## config.mk

```make
export PLATFORM = sky130hd
export DESIGN_NAME = lfws_sequencer
export DESIGN_NICKNAME = d
export VERILOG_FILES = /design/src/pkg/lfws_pkg.sv /design/src/verilog/lfws_sequencer.sv
export VERILOG_INCLUDE_DIRS = /design/src /design/src/pkg
export SDC_FILE = /design/constraint.sdc
export NUM_CORES = 1
export LEC_CHECK = 0
export ABC_AREA = 1
export BUFFER_PORTS_ARGS = -buffer_cell sky130_fd_sc_hd__clkbuf_2
export CORE_MARGIN = 2
export CORE_UTILIZATION = 63
export CTS_BUF_LIST = sky130_fd_sc_hd__clkbuf_8 sky130_fd_sc_hd__clkbuf_16
export DETAILED_ROUTE_END_ITERATION = 10
export PLACE_DENSITY_LB_ADDON = 0.2
export SETUP_SLACK_MARGIN = 0.15
export SYNTH_ARGS = -nofsm -noshare
export SYNTH_HDL_FRONTEND = slang
export SYNTH_SLANG_ARGS = --single-unit
```

## constraint.sdc

```tcl
create_clock -name clk_i -period 5.6 [get_ports clk_i]
set_input_delay 1.12 -clock clk_i [delete_from_list [all_inputs] [get_ports clk_i]]
set_output_delay 1.12 -clock clk_i [all_outputs]
set_load 0.02 [all_outputs]
```

## src/pkg/lfws_consts.svh

```systemverilog
// Constants of the LF wakeup protocol sequencer.
// Assumes a 40 MHz system clock and a 32768 Hz RTC time base.
// Contract
// - Wake release command ends wake, back listening
// - Timeout code times 50 ms, code 0 none
// - Correlation off: carrier alone raises wake
// - Timeout counts from wake rise, then listen
// - ON/OFF mode: burst limit at least 10 ms
// - Burst too long: drop, count false wakeup
// - Compare stream against both pattern bytes
// - No decoder: wake one bit after pattern
// - After pattern wake, command or timeout releases
// - Decoder mode: wake, decode data, output clock
// - Decoder and ON/OFF mode never together
// - Failed correlation counts one false wakeup
// - Decoder enabled: false wakeups not counted
// - Bit period 4 to 32 RTC periods
// - No preamble within 16 bits: listen, count
`ifndef LFWS_CONSTS_SVH
`define LFWS_CONSTS_SVH
`define LFWS_CLK_HZ 40000000
`define LFWS_RTC_HZ 32768
`define LFWS_RTC_DIV (`LFWS_CLK_HZ / `LFWS_RTC_HZ)
`define LFWS_MIN_BURST_US 550
`define LFWS_MIN_BURST_RTC \
    ((`LFWS_MIN_BURST_US * `LFWS_RTC_HZ + 999999) / 1000000)
`define LFWS_ONOFF_US 10000
`define LFWS_ONOFF_RTC ((`LFWS_ONOFF_US * `LFWS_RTC_HZ) / 1000000)
`define LFWS_TO_STEP_US 50000
`define LFWS_TO_STEP_RTC ((`LFWS_TO_STEP_US * `LFWS_RTC_HZ) / 1000000)
`define LFWS_PRE_LIMIT 6'h10
`define LFWS_SEQ_LIMIT 6'h28
`define LFWS_PRE_BITS 3'h4
`define LFWS_BIT_MIN 6'h04
`define LFWS_OFF_MAIN 8'h00
`define LFWS_OFF_PAT_HI 8'h04
`define LFWS_OFF_PAT_LO 8'h08
`define LFWS_OFF_TIMING 8'h0c
`define LFWS_OFF_COUNT 8'h10
`define LFWS_OFF_STATUS 8'h14
`define LFWS_OFF_CMD 8'h18
`define LFWS_BIT_CORR 1
`define LFWS_BIT_DEC 3
`define LFWS_BIT_ONOFF 5
`define LFWS_RST_MAIN 8'h02
`define LFWS_RST_PAT_HI 8'h69
`define LFWS_RST_PAT_LO 8'h96
`define LFWS_RST_TIMING 8'h03
`endif

```

## src/pkg/lfws_pkg.sv

```systemverilog
// Types of the LF wakeup protocol sequencer.
// Assumes nothing beyond the constants header.
package lfws_pkg;
    typedef enum logic [2:0] {
        S_LISTEN, S_BURST, S_PREAMB, S_PATTERN, S_WAKEDLY, S_WAKE
    } lfws_state_t;
endpackage

```

## src/verilog/lfws_sequencer.sv

```systemverilog
// Wakeup protocol sequencer with AXI4-Lite register slave.
// Assumes carrier and data levels from an asynchronous front end.
`timescale 1ns/10ps
`include "lfws_consts.svh"
module lfws_sequencer import lfws_pkg::*; #(
    parameter int RTC_DIV = `LFWS_RTC_DIV
) (
    input wire logic clk_i,
    input wire logic reset_i,
    input wire logic carrier_i,
    input wire logic data_i,
    output logic wake_o,
    output logic dec_data_o,
    output logic dec_clk_o,
    input wire logic [7:0] s_axi_awaddr_i,
    input wire logic s_axi_awvalid_i,
    output logic s_axi_awready_o,
    input wire logic [31:0] s_axi_wdata_i,
    input wire logic [3:0] s_axi_wstrb_i,
    input wire logic s_axi_wvalid_i,
    output logic s_axi_wready_o,
    output logic [1:0] s_axi_bresp_o,
    output logic s_axi_bvalid_o,
    input wire logic s_axi_bready_i,
    input wire logic [7:0] s_axi_araddr_i,
    input wire logic s_axi_arvalid_i,
    output logic s_axi_arready_o,
    output logic [31:0] s_axi_rdata_o,
    output logic [1:0] s_axi_rresp_o,
    output logic s_axi_rvalid_o,
    input wire logic s_axi_rready_i
);
////////////////////////////////////////////////////////////////////////////
// Input synchronisers and RTC tick
logic [1:0] car_sync_reg, dat_sync_reg;
logic [15:0] div_reg, div_next;
logic rtc_tick;
always_comb begin
    div_next = (div_reg == 16'(RTC_DIV - 1)) ? 16'h0000 : div_reg + 16'h0001;
end
always_ff @(posedge clk_i) begin
    if (reset_i) begin
        car_sync_reg <= 2'h0;
        dat_sync_reg <= 2'h0;
        div_reg <= 16'h0000;
    end else begin
        car_sync_reg <= {car_sync_reg[0], carrier_i};
        dat_sync_reg <= {dat_sync_reg[0], data_i};
        div_reg <= div_next;
    end
end
assign rtc_tick = (div_reg == 16'(RTC_DIV - 1));
wire carrier_s = car_sync_reg[1];
wire data_s = dat_sync_reg[1];
////////////////////////////////////////////////////////////////////////////
// Register slave
logic [7:0] main_config_reg, main_config_next;
logic [7:0] pattern_byte_high, pattern_byte_high_next;
logic [7:0] pattern_byte_low, pattern_byte_low_next;
logic [7:0] timing_config_reg, timing_config_next;
logic [7:0] spurious_event_count_reg, spurious_event_count_next;
logic awready_reg, awready_next, bvalid_reg, bvalid_next;
logic arready_reg, arready_next, rvalid_reg, rvalid_next;
logic [1:0] bresp_reg, bresp_next, rresp_reg, rresp_next;
logic [31:0] rdata_reg, rdata_next;
logic cnt_wr, cmd_clr;
lfws_state_t state_reg, state_next;
logic wake_reg;
wire wr_go = awready_reg && s_axi_awvalid_i && s_axi_wvalid_i;
wire wr_lo = wr_go && s_axi_wstrb_i[0];
always_comb begin
    main_config_next = main_config_reg;
    pattern_byte_high_next = pattern_byte_high;
    pattern_byte_low_next = pattern_byte_low;
    timing_config_next = timing_config_reg;
    awready_next = 1'b0;
    arready_next = 1'b0;
    bvalid_next = bvalid_reg && !s_axi_bready_i;
    bresp_next = bresp_reg;
    rvalid_next = rvalid_reg && !s_axi_rready_i;
    rresp_next = rresp_reg;
    rdata_next = rdata_reg;
    cnt_wr = 1'b0;
    cmd_clr = 1'b0;
    // Address and data are taken together; simpler and legal
    if (s_axi_awvalid_i && s_axi_wvalid_i && !awready_reg && !bvalid_reg)
        awready_next = 1'b1;
    if (wr_go) begin
        bvalid_next = 1'b1;
        bresp_next = 2'b00;
        unique case (s_axi_awaddr_i)
            `LFWS_OFF_MAIN: if (wr_lo) main_config_next = s_axi_wdata_i[7:0];
            `LFWS_OFF_PAT_HI:
                if (wr_lo) pattern_byte_high_next = s_axi_wdata_i[7:0];
            `LFWS_OFF_PAT_LO:
                if (wr_lo) pattern_byte_low_next = s_axi_wdata_i[7:0];
            `LFWS_OFF_TIMING: if (wr_lo) timing_config_next = s_axi_wdata_i[7:0];
            `LFWS_OFF_COUNT: cnt_wr = wr_lo;
            `LFWS_OFF_STATUS: ;
            `LFWS_OFF_CMD: cmd_clr = wr_lo && |s_axi_wdata_i[1:0];
            default: bresp_next = 2'b10;
        endcase
    end
    if (s_axi_arvalid_i && !arready_reg && !rvalid_reg)
        arready_next = 1'b1;
    if (arready_reg && s_axi_arvalid_i) begin
        rvalid_next = 1'b1;
        rresp_next = 2'b00;
        rdata_next = 32'h0000_0000;
        unique case (s_axi_araddr_i)
            `LFWS_OFF_MAIN: rdata_next[7:0] = main_config_reg;
            `LFWS_OFF_PAT_HI: rdata_next[7:0] = pattern_byte_high;
            `LFWS_OFF_PAT_LO: rdata_next[7:0] = pattern_byte_low;
            `LFWS_OFF_TIMING: rdata_next[7:0] = timing_config_reg;
            `LFWS_OFF_COUNT: rdata_next[7:0] = spurious_event_count_reg;
            `LFWS_OFF_STATUS:
                rdata_next[1:0] = {state_reg != S_LISTEN, wake_reg};
            `LFWS_OFF_CMD: ;
            default: rresp_next = 2'b10;
        endcase
    end
end
always_ff @(posedge clk_i) begin
    if (reset_i) begin
        main_config_reg <= `LFWS_RST_MAIN;
        pattern_byte_high <= `LFWS_RST_PAT_HI;
        pattern_byte_low <= `LFWS_RST_PAT_LO;
        timing_config_reg <= `LFWS_RST_TIMING;
        awready_reg <= 1'b0;
        bvalid_reg <= 1'b0;
        bresp_reg <= 2'b00;
        arready_reg <= 1'b0;
        rvalid_reg <= 1'b0;
        rresp_reg <= 2'b00;
        rdata_reg <= 32'h0000_0000;
    end else begin
        main_config_reg <= main_config_next;
        pattern_byte_high <= pattern_byte_high_next;
        pattern_byte_low <= pattern_byte_low_next;
        timing_config_reg <= timing_config_next;
        awready_reg <= awready_next;
        bvalid_reg <= bvalid_next;
        bresp_reg <= bresp_next;
        arready_reg <= arready_next;
        rvalid_reg <= rvalid_next;
        rresp_reg <= rresp_next;
        rdata_reg <= rdata_next;
    end
end
////////////////////////////////////////////////////////////////////////////
// Derived settings
wire corr_en = main_config_reg[`LFWS_BIT_CORR];
wire onoff_en = main_config_reg[`LFWS_BIT_ONOFF];
// ON/OFF mode overrides the decoder
wire dec_eff = main_config_reg[`LFWS_BIT_DEC] && !onoff_en;
wire [5:0] bit_raw = {1'b0, timing_config_reg[4:0]} + 6'h01;
wire [5:0] bitper = (bit_raw < `LFWS_BIT_MIN) ? `LFWS_BIT_MIN : bit_raw;
wire [9:0] lim16 = {bitper, 4'h0};
wire [9:0] burst_lim = (onoff_en && lim16 < 10'(`LFWS_ONOFF_RTC)) ?
    10'(`LFWS_ONOFF_RTC) : lim16;
wire [2:0] to_sel = timing_config_reg[7:5];
wire [13:0] to_lim = 14'(to_sel * `LFWS_TO_STEP_RTC);
wire [15:0] pattern = {pattern_byte_high, pattern_byte_low};
////////////////////////////////////////////////////////////////////////////
// Protocol sequencer
logic wake_next, dec_data_reg, dec_data_next, dec_clk_reg, dec_clk_next;
logic [4:0] ph_reg, ph_next;
logic [5:0] bit_cnt_reg, bit_cnt_next;
logic [9:0] burst_reg, burst_next;
logic [13:0] to_cnt_reg, to_cnt_next;
logic [15:0] sh_reg, sh_next;
logic last_reg, last_next, half_reg, half_next, first_reg, first_next;
logic [2:0] alt_reg, alt_next;
logic fail;
wire bit_end = rtc_tick && (ph_reg == 5'(bitper - 6'h01));
wire [15:0] sh_in = {sh_reg[14:0], data_s};
always_comb begin
    state_next = state_reg;
    ph_next = ph_reg;
    bit_cnt_next = bit_cnt_reg;
    burst_next = burst_reg;
    to_cnt_next = to_cnt_reg;
    sh_next = sh_reg;
    last_next = last_reg;
    alt_next = alt_reg;
    half_next = half_reg;
    first_next = first_reg;
    dec_data_next = dec_data_reg;
    dec_clk_next = dec_clk_reg && dec_eff;
    fail = 1'b0;
    if (rtc_tick)
        ph_next = bit_end ? 5'h00 : ph_reg + 5'h01;
    if (bit_end) begin
        sh_next = sh_in;
        bit_cnt_next = bit_cnt_reg + 6'h01;
    end
    unique case (state_reg)
        S_LISTEN: if (carrier_s) begin
            state_next = S_BURST;
            burst_next = 10'h000;
        end
        S_BURST: begin
            if (rtc_tick && carrier_s && burst_reg != 10'h3ff)
                burst_next = burst_reg + 10'h001;
            if (!corr_en && burst_reg >= 10'(`LFWS_MIN_BURST_RTC)) begin
                state_next = S_WAKE;
            end else if (corr_en && burst_reg > burst_lim) begin
                fail = 1'b1;
                state_next = S_LISTEN;
            end else if (!carrier_s) begin
                // Too short a burst never passed frequency detection
                if (corr_en && burst_reg >= 10'(`LFWS_MIN_BURST_RTC)) begin
                    state_next = S_PREAMB;
                    ph_next = 5'h00;
                    bit_cnt_next = 6'h00;
                    alt_next = 3'h0;
                end else begin
                    state_next = S_LISTEN;
                end
            end
        end
        S_PREAMB: if (bit_end) begin
            last_next = data_s;
            alt_next = (alt_reg == 3'h0 || data_s != last_reg) ?
                alt_reg + 3'h1 : 3'h1;
            if (alt_next >= `LFWS_PRE_BITS) begin
                state_next = S_PATTERN;
            end else if (bit_cnt_next >= `LFWS_PRE_LIMIT) begin
                fail = 1'b1;
                state_next = S_LISTEN;
            end
        end
        S_PATTERN: if (bit_end) begin
            if (sh_in == pattern) begin
                state_next = dec_eff ? S_WAKE : S_WAKEDLY;
                half_next = 1'b0;
            end else if (bit_cnt_next >= `LFWS_SEQ_LIMIT) begin
                fail = 1'b1;
                state_next = S_LISTEN;
            end
        end
        S_WAKEDLY: begin
            if (cmd_clr)
                state_next = S_LISTEN;
            else if (bit_end)
                state_next = S_WAKE;
        end
        S_WAKE: begin
            if (rtc_tick)
                to_cnt_next = to_cnt_reg + 14'h0001;
            if (cmd_clr) begin
                state_next = S_LISTEN;
            end else if (to_sel != 3'h0 && rtc_tick &&
                         to_cnt_next >= to_lim) begin
                state_next = S_LISTEN;
            end
            if (dec_eff && bit_end) begin
                half_next = !half_reg;
                if (!half_reg) begin
                    first_next = data_s;
                    dec_clk_next = 1'b0;
                end else begin
                    dec_data_next = first_reg;
                    dec_clk_next = 1'b1;
                end
            end
        end
        default: state_next = S_LISTEN;
    endcase
    if (state_next == S_WAKE && state_reg != S_WAKE)
        to_cnt_next = 14'h0000;
    wake_next = (state_next == S_WAKE);
    spurious_event_count_next = cnt_wr ? s_axi_wdata_i[7:0] :
        spurious_event_count_reg;
    if (fail && !dec_eff)
        spurious_event_count_next = spurious_event_count_next + 8'h01;
end
always_ff @(posedge clk_i) begin
    if (reset_i) begin
        state_reg <= S_LISTEN;
        wake_reg <= 1'b0;
        dec_data_reg <= 1'b0;
        dec_clk_reg <= 1'b0;
        ph_reg <= 5'h00;
        bit_cnt_reg <= 6'h00;
        burst_reg <= 10'h000;
        to_cnt_reg <= 14'h0000;
        sh_reg <= 16'h0000;
        last_reg <= 1'b0;
        alt_reg <= 3'h0;
        half_reg <= 1'b0;
        first_reg <= 1'b0;
        spurious_event_count_reg <= 8'h00;
    end else begin
        state_reg <= state_next;
        wake_reg <= wake_next;
        dec_data_reg <= dec_data_next;
        dec_clk_reg <= dec_clk_next;
        ph_reg <= ph_next;
        bit_cnt_reg <= bit_cnt_next;
        burst_reg <= burst_next;
        to_cnt_reg <= to_cnt_next;
        sh_reg <= sh_next;
        last_reg <= last_next;
        alt_reg <= alt_next;
        half_reg <= half_next;
        first_reg <= first_next;
        spurious_event_count_reg <= spurious_event_count_next;
    end
end
assign wake_o = wake_reg;
assign dec_data_o = dec_data_reg;
assign dec_clk_o = dec_clk_reg;
assign s_axi_awready_o = awready_reg;
assign s_axi_wready_o = awready_reg;
assign s_axi_bvalid_o = bvalid_reg;
assign s_axi_bresp_o = bresp_reg;
assign s_axi_arready_o = arready_reg;
assign s_axi_rvalid_o = rvalid_reg;
assign s_axi_rresp_o = rresp_reg;
assign s_axi_rdata_o = rdata_reg;
endmodule // lfws_sequencer
```

==> results.py <==
metrics = {
    "layout": {
        "multiInputGateArea_um2": 4310,
        "seq_area_um2": 2720,
        "drive_above_1_share": 0.0887,
        "fillCellCount": 1082,
        "post-route-util": 0.709,
        "syn_to_final_growth_pct": 11.0,
        "insertedDiodeCount": 0,
        "largest_reg_flops": 16,
        "final_nets": 1304,
    },
    "global_routing": {
        "grt_use_met2": 0.488,
        "met1_usage": 0.381,
        "grt_first_pass_wirelength_um": 31800,
        "grt_max_degree": 55,
        "met3_usage": 0.0669,
        "antenna_found_initial": 0,
        "first_global_vias": 6920,
        "overflow": 0,
        "grtUsageTotal": 0.296,
        "busiest_layer": "met2",
    },
    "worst_hold_path": {
        "hp-start": "car_sync_reg[0]",
        "hp-class": "flip-flop to flip-flop",
    },
    "die": {
        "die_y_um": 116,
        "fp-row-count": 41,
        "coreArea_um2": 12500,
        "io-pin-count": 105,
        "design.die.area_um2": 13500,
        "initial_core_util": 0.638,
        "die_w_um": 116,
    },
    "worst_setup_path": {
        "crit_start": "timing_config_reg[1]",
        "endpoint_kind": "flip-flop",
        "rr_startpoint": "timing_config_reg[1]",
        "cp.required_ns": 5.91,
        "critPathMaxFanout": 8,
        "path_common_cell": "nand2_1",
        "cpPeakStageDelay_ns": 0.43,
        "worstPathArrival_ns": 4.89,
        "startpoint_type": "flip-flop",
        "path_class": "flip-flop to flip-flop",
        "crit_path_top_delay_cell": "dfxtp_1",
    },
    "yosys": {
        "async_flop_share": 0,
        "yosysSeqAreaShare": 0.342,
        "synthFlopType": "dfxtp_1",
        "synth-edff-count": 0,
        "synth.avg_cell_area_um2": 6.89,
        "syn-cell-area_um2": 7950,
        "synthCells": 1155,
        "synth.yosys.warnings": 0,
        "ys_ff_latch": 136,
        "ys_types": 45,
    },
    "detailed_routing": {
        "ant_nets": 0,
        "num_vias": 7576,
        "finalWirelength_um": 19300,
        "drt-vias-per-instance": 5.45,
        "first_pass_iters": 5,
        "wl_per_cell_um": 13.9,
        "drt_iter0_markers": 672,
        "drc": 0,
    },
    "clocking": {
        "cts.repair.resized": 0,
        "htreeDepth": 4,
        "clk_pin_slew_ns": 0.06,
        "cts_buffers": 17,
        "holdBufCountCts": 0,
        "cts_tree": "built",
        "post_cts_buffers": 0,
        "cts.sinks": 136,
        "clk_path_buf_depth": 2,
        "clk_latency_ns": 0.43,
        "cts-root-buf": "clkbuf_16",
    },
    "placement": {
        "portBuffers": 51,
        "gp_routability_congestion": 0.897,
        "dp_hpwl_um": 13900,
    },
    "power": {
        "p_leak_nw": 3.98,
        "power_mw": 2.16,
        "ir_worst_vdd_v": 0.000228,
        "p_per_area_nw_per_um2": 245,
    },
    "flow_run": {
        "drv_cap": 0,
    },
    "sta": {
        "fin_hold_ws_ns": 0.411,
        "clock.fmax_ghz": 0.219,
        "hold_viol": 0,
        "slew_viol_final": 0,
        "setup_tns_ns": 0,
        "slew-limit-headroom": 0.325,
        "tightest_slew_ns": 1.00,
        "fin_skew_ns": 0.00869,
        "period_share": 0.817,
        "fin_crit_ns": 4.58,
        "setup_viol": 0,
        "rsz0062_at_grt": "no",
    },
    "status": {
        "status": "complete, no violations",
    },
}
worst paths after layout:
check	to	slack [ns]	cells past startpoint
hold reg to reg	car_sync_reg[1]	0.41	2
setup reg to reg	ph_reg[1]	1.02	28
setup / recovery	ph_reg[1]	1.02	28
hold / removal	car_sync_reg[1]	0.41	2
where the power goes:
part | internal [mW] | switching [mW] | leakage, nW
clock | 0.636 | 0.450 | 0.272
combinational | 0.0245 | 0.0707 | 2.61
sequential | 0.976 | 0.00518 | 1.10
total | 1.64 | 0.525 | 3.98
critical path: cells and delay by family, from the launching register on:
family	cells	cell delay, ns
AOI/OAI and AO/OA	5	0.89
adders and majority gates	3	0.76
buffers and inverters	4	0.36
DFF	1	0.43
and+or+nand+nor	16	2.00
synth_stat cells (3+ instances only):
cell type	count	area [um^2]
a311oi_1	3	26.3
a211oi_1	17	128
xnor2_1	3	26.3
nand3_1	56	280
xor2_1	36	315
clkbuf_1	20	75.1
inv_1	190	713
nand2_2	7	43.8
nand4_1	26	163
o22ai_1	13	81.3
nor3_1	39	195
o21ai_0	77	385
a21oi_1	99	495
nor4_1	11	68.8
nor3b_1	5	37.5
nand2_1	182	683
ha_1	39	488
o211ai_1	13	97.6
buf_4	27	203
dfxtp_1	136	2720
nor2_1	125	469
layout make-up:
class,instances,area share
clock buffers,19,0.0513
clock inverters,13,0.0135
well taps,172,0.0244
repair buffers,55,0.0323
multi-input cells,801,0.488
flip-flops and latches,136,0.308
inverters,193,0.0820
routing by layer:
metal,vias to the layer above,share of wire
li1,3868,-
met3,42,0.068
met5,-,0
met4,0,0.023
met2,259,0.46
met1,3407,0.45
cells by family (layout without fill, tap and decap cells):
| kind of cell | count (synthesis) | in the layout | synth area share |
|---|---|---|---|
| muxes | 2 | 2 | 0.00252 |
| and+or+nand+nor | 460 | 460 | 0.254 |
| AOI/OAI and AO/OA | 234 | 234 | 0.165 |
| buffers and inverters | 243 | 280 | 0.129 |
| adders and majority gates | 39 | 39 | 0.0613 |
| DFF | 136 | 136 | 0.342 |
| other | 1 | 26 | 0.000471 |
| xor gates and xnor gates | 40 | 40 | 0.0450 |
cells in the final DEF, fill, tap and decap left out, types with 4 or more instances in the layout:
cell type,n
xor2_1,36
nand2_1,182
nor2_1,125
conb_1,26
buf_4,4
nand3_1,56
inv_1,190
nand4_1,26
dfxtp_1,136
ha_1,39
clkinvlp_4,4
a21oi_1,99
clkbuf_2,51
o22ai_1,13
a211oi_1,17
clkbuf_16,17
nand2_2,7
nor4_1,9
nor3_1,38
o211ai_1,13
o21ai_0,77
nor3b_1,5
through the flow:
stage          area, um^2  setup slack [ns]  std cells
5_1_grt              8830             0.492       1389
6_report             8830              1.02       1389
3_3_place_gp         8260              1.18       1357
2_1_floorplan        8050              1.93       1180
4_1_cts              8830              1.08       1389
3_5_place_dp         8260              1.11       1357
Power figures use the tool's default switching activity.
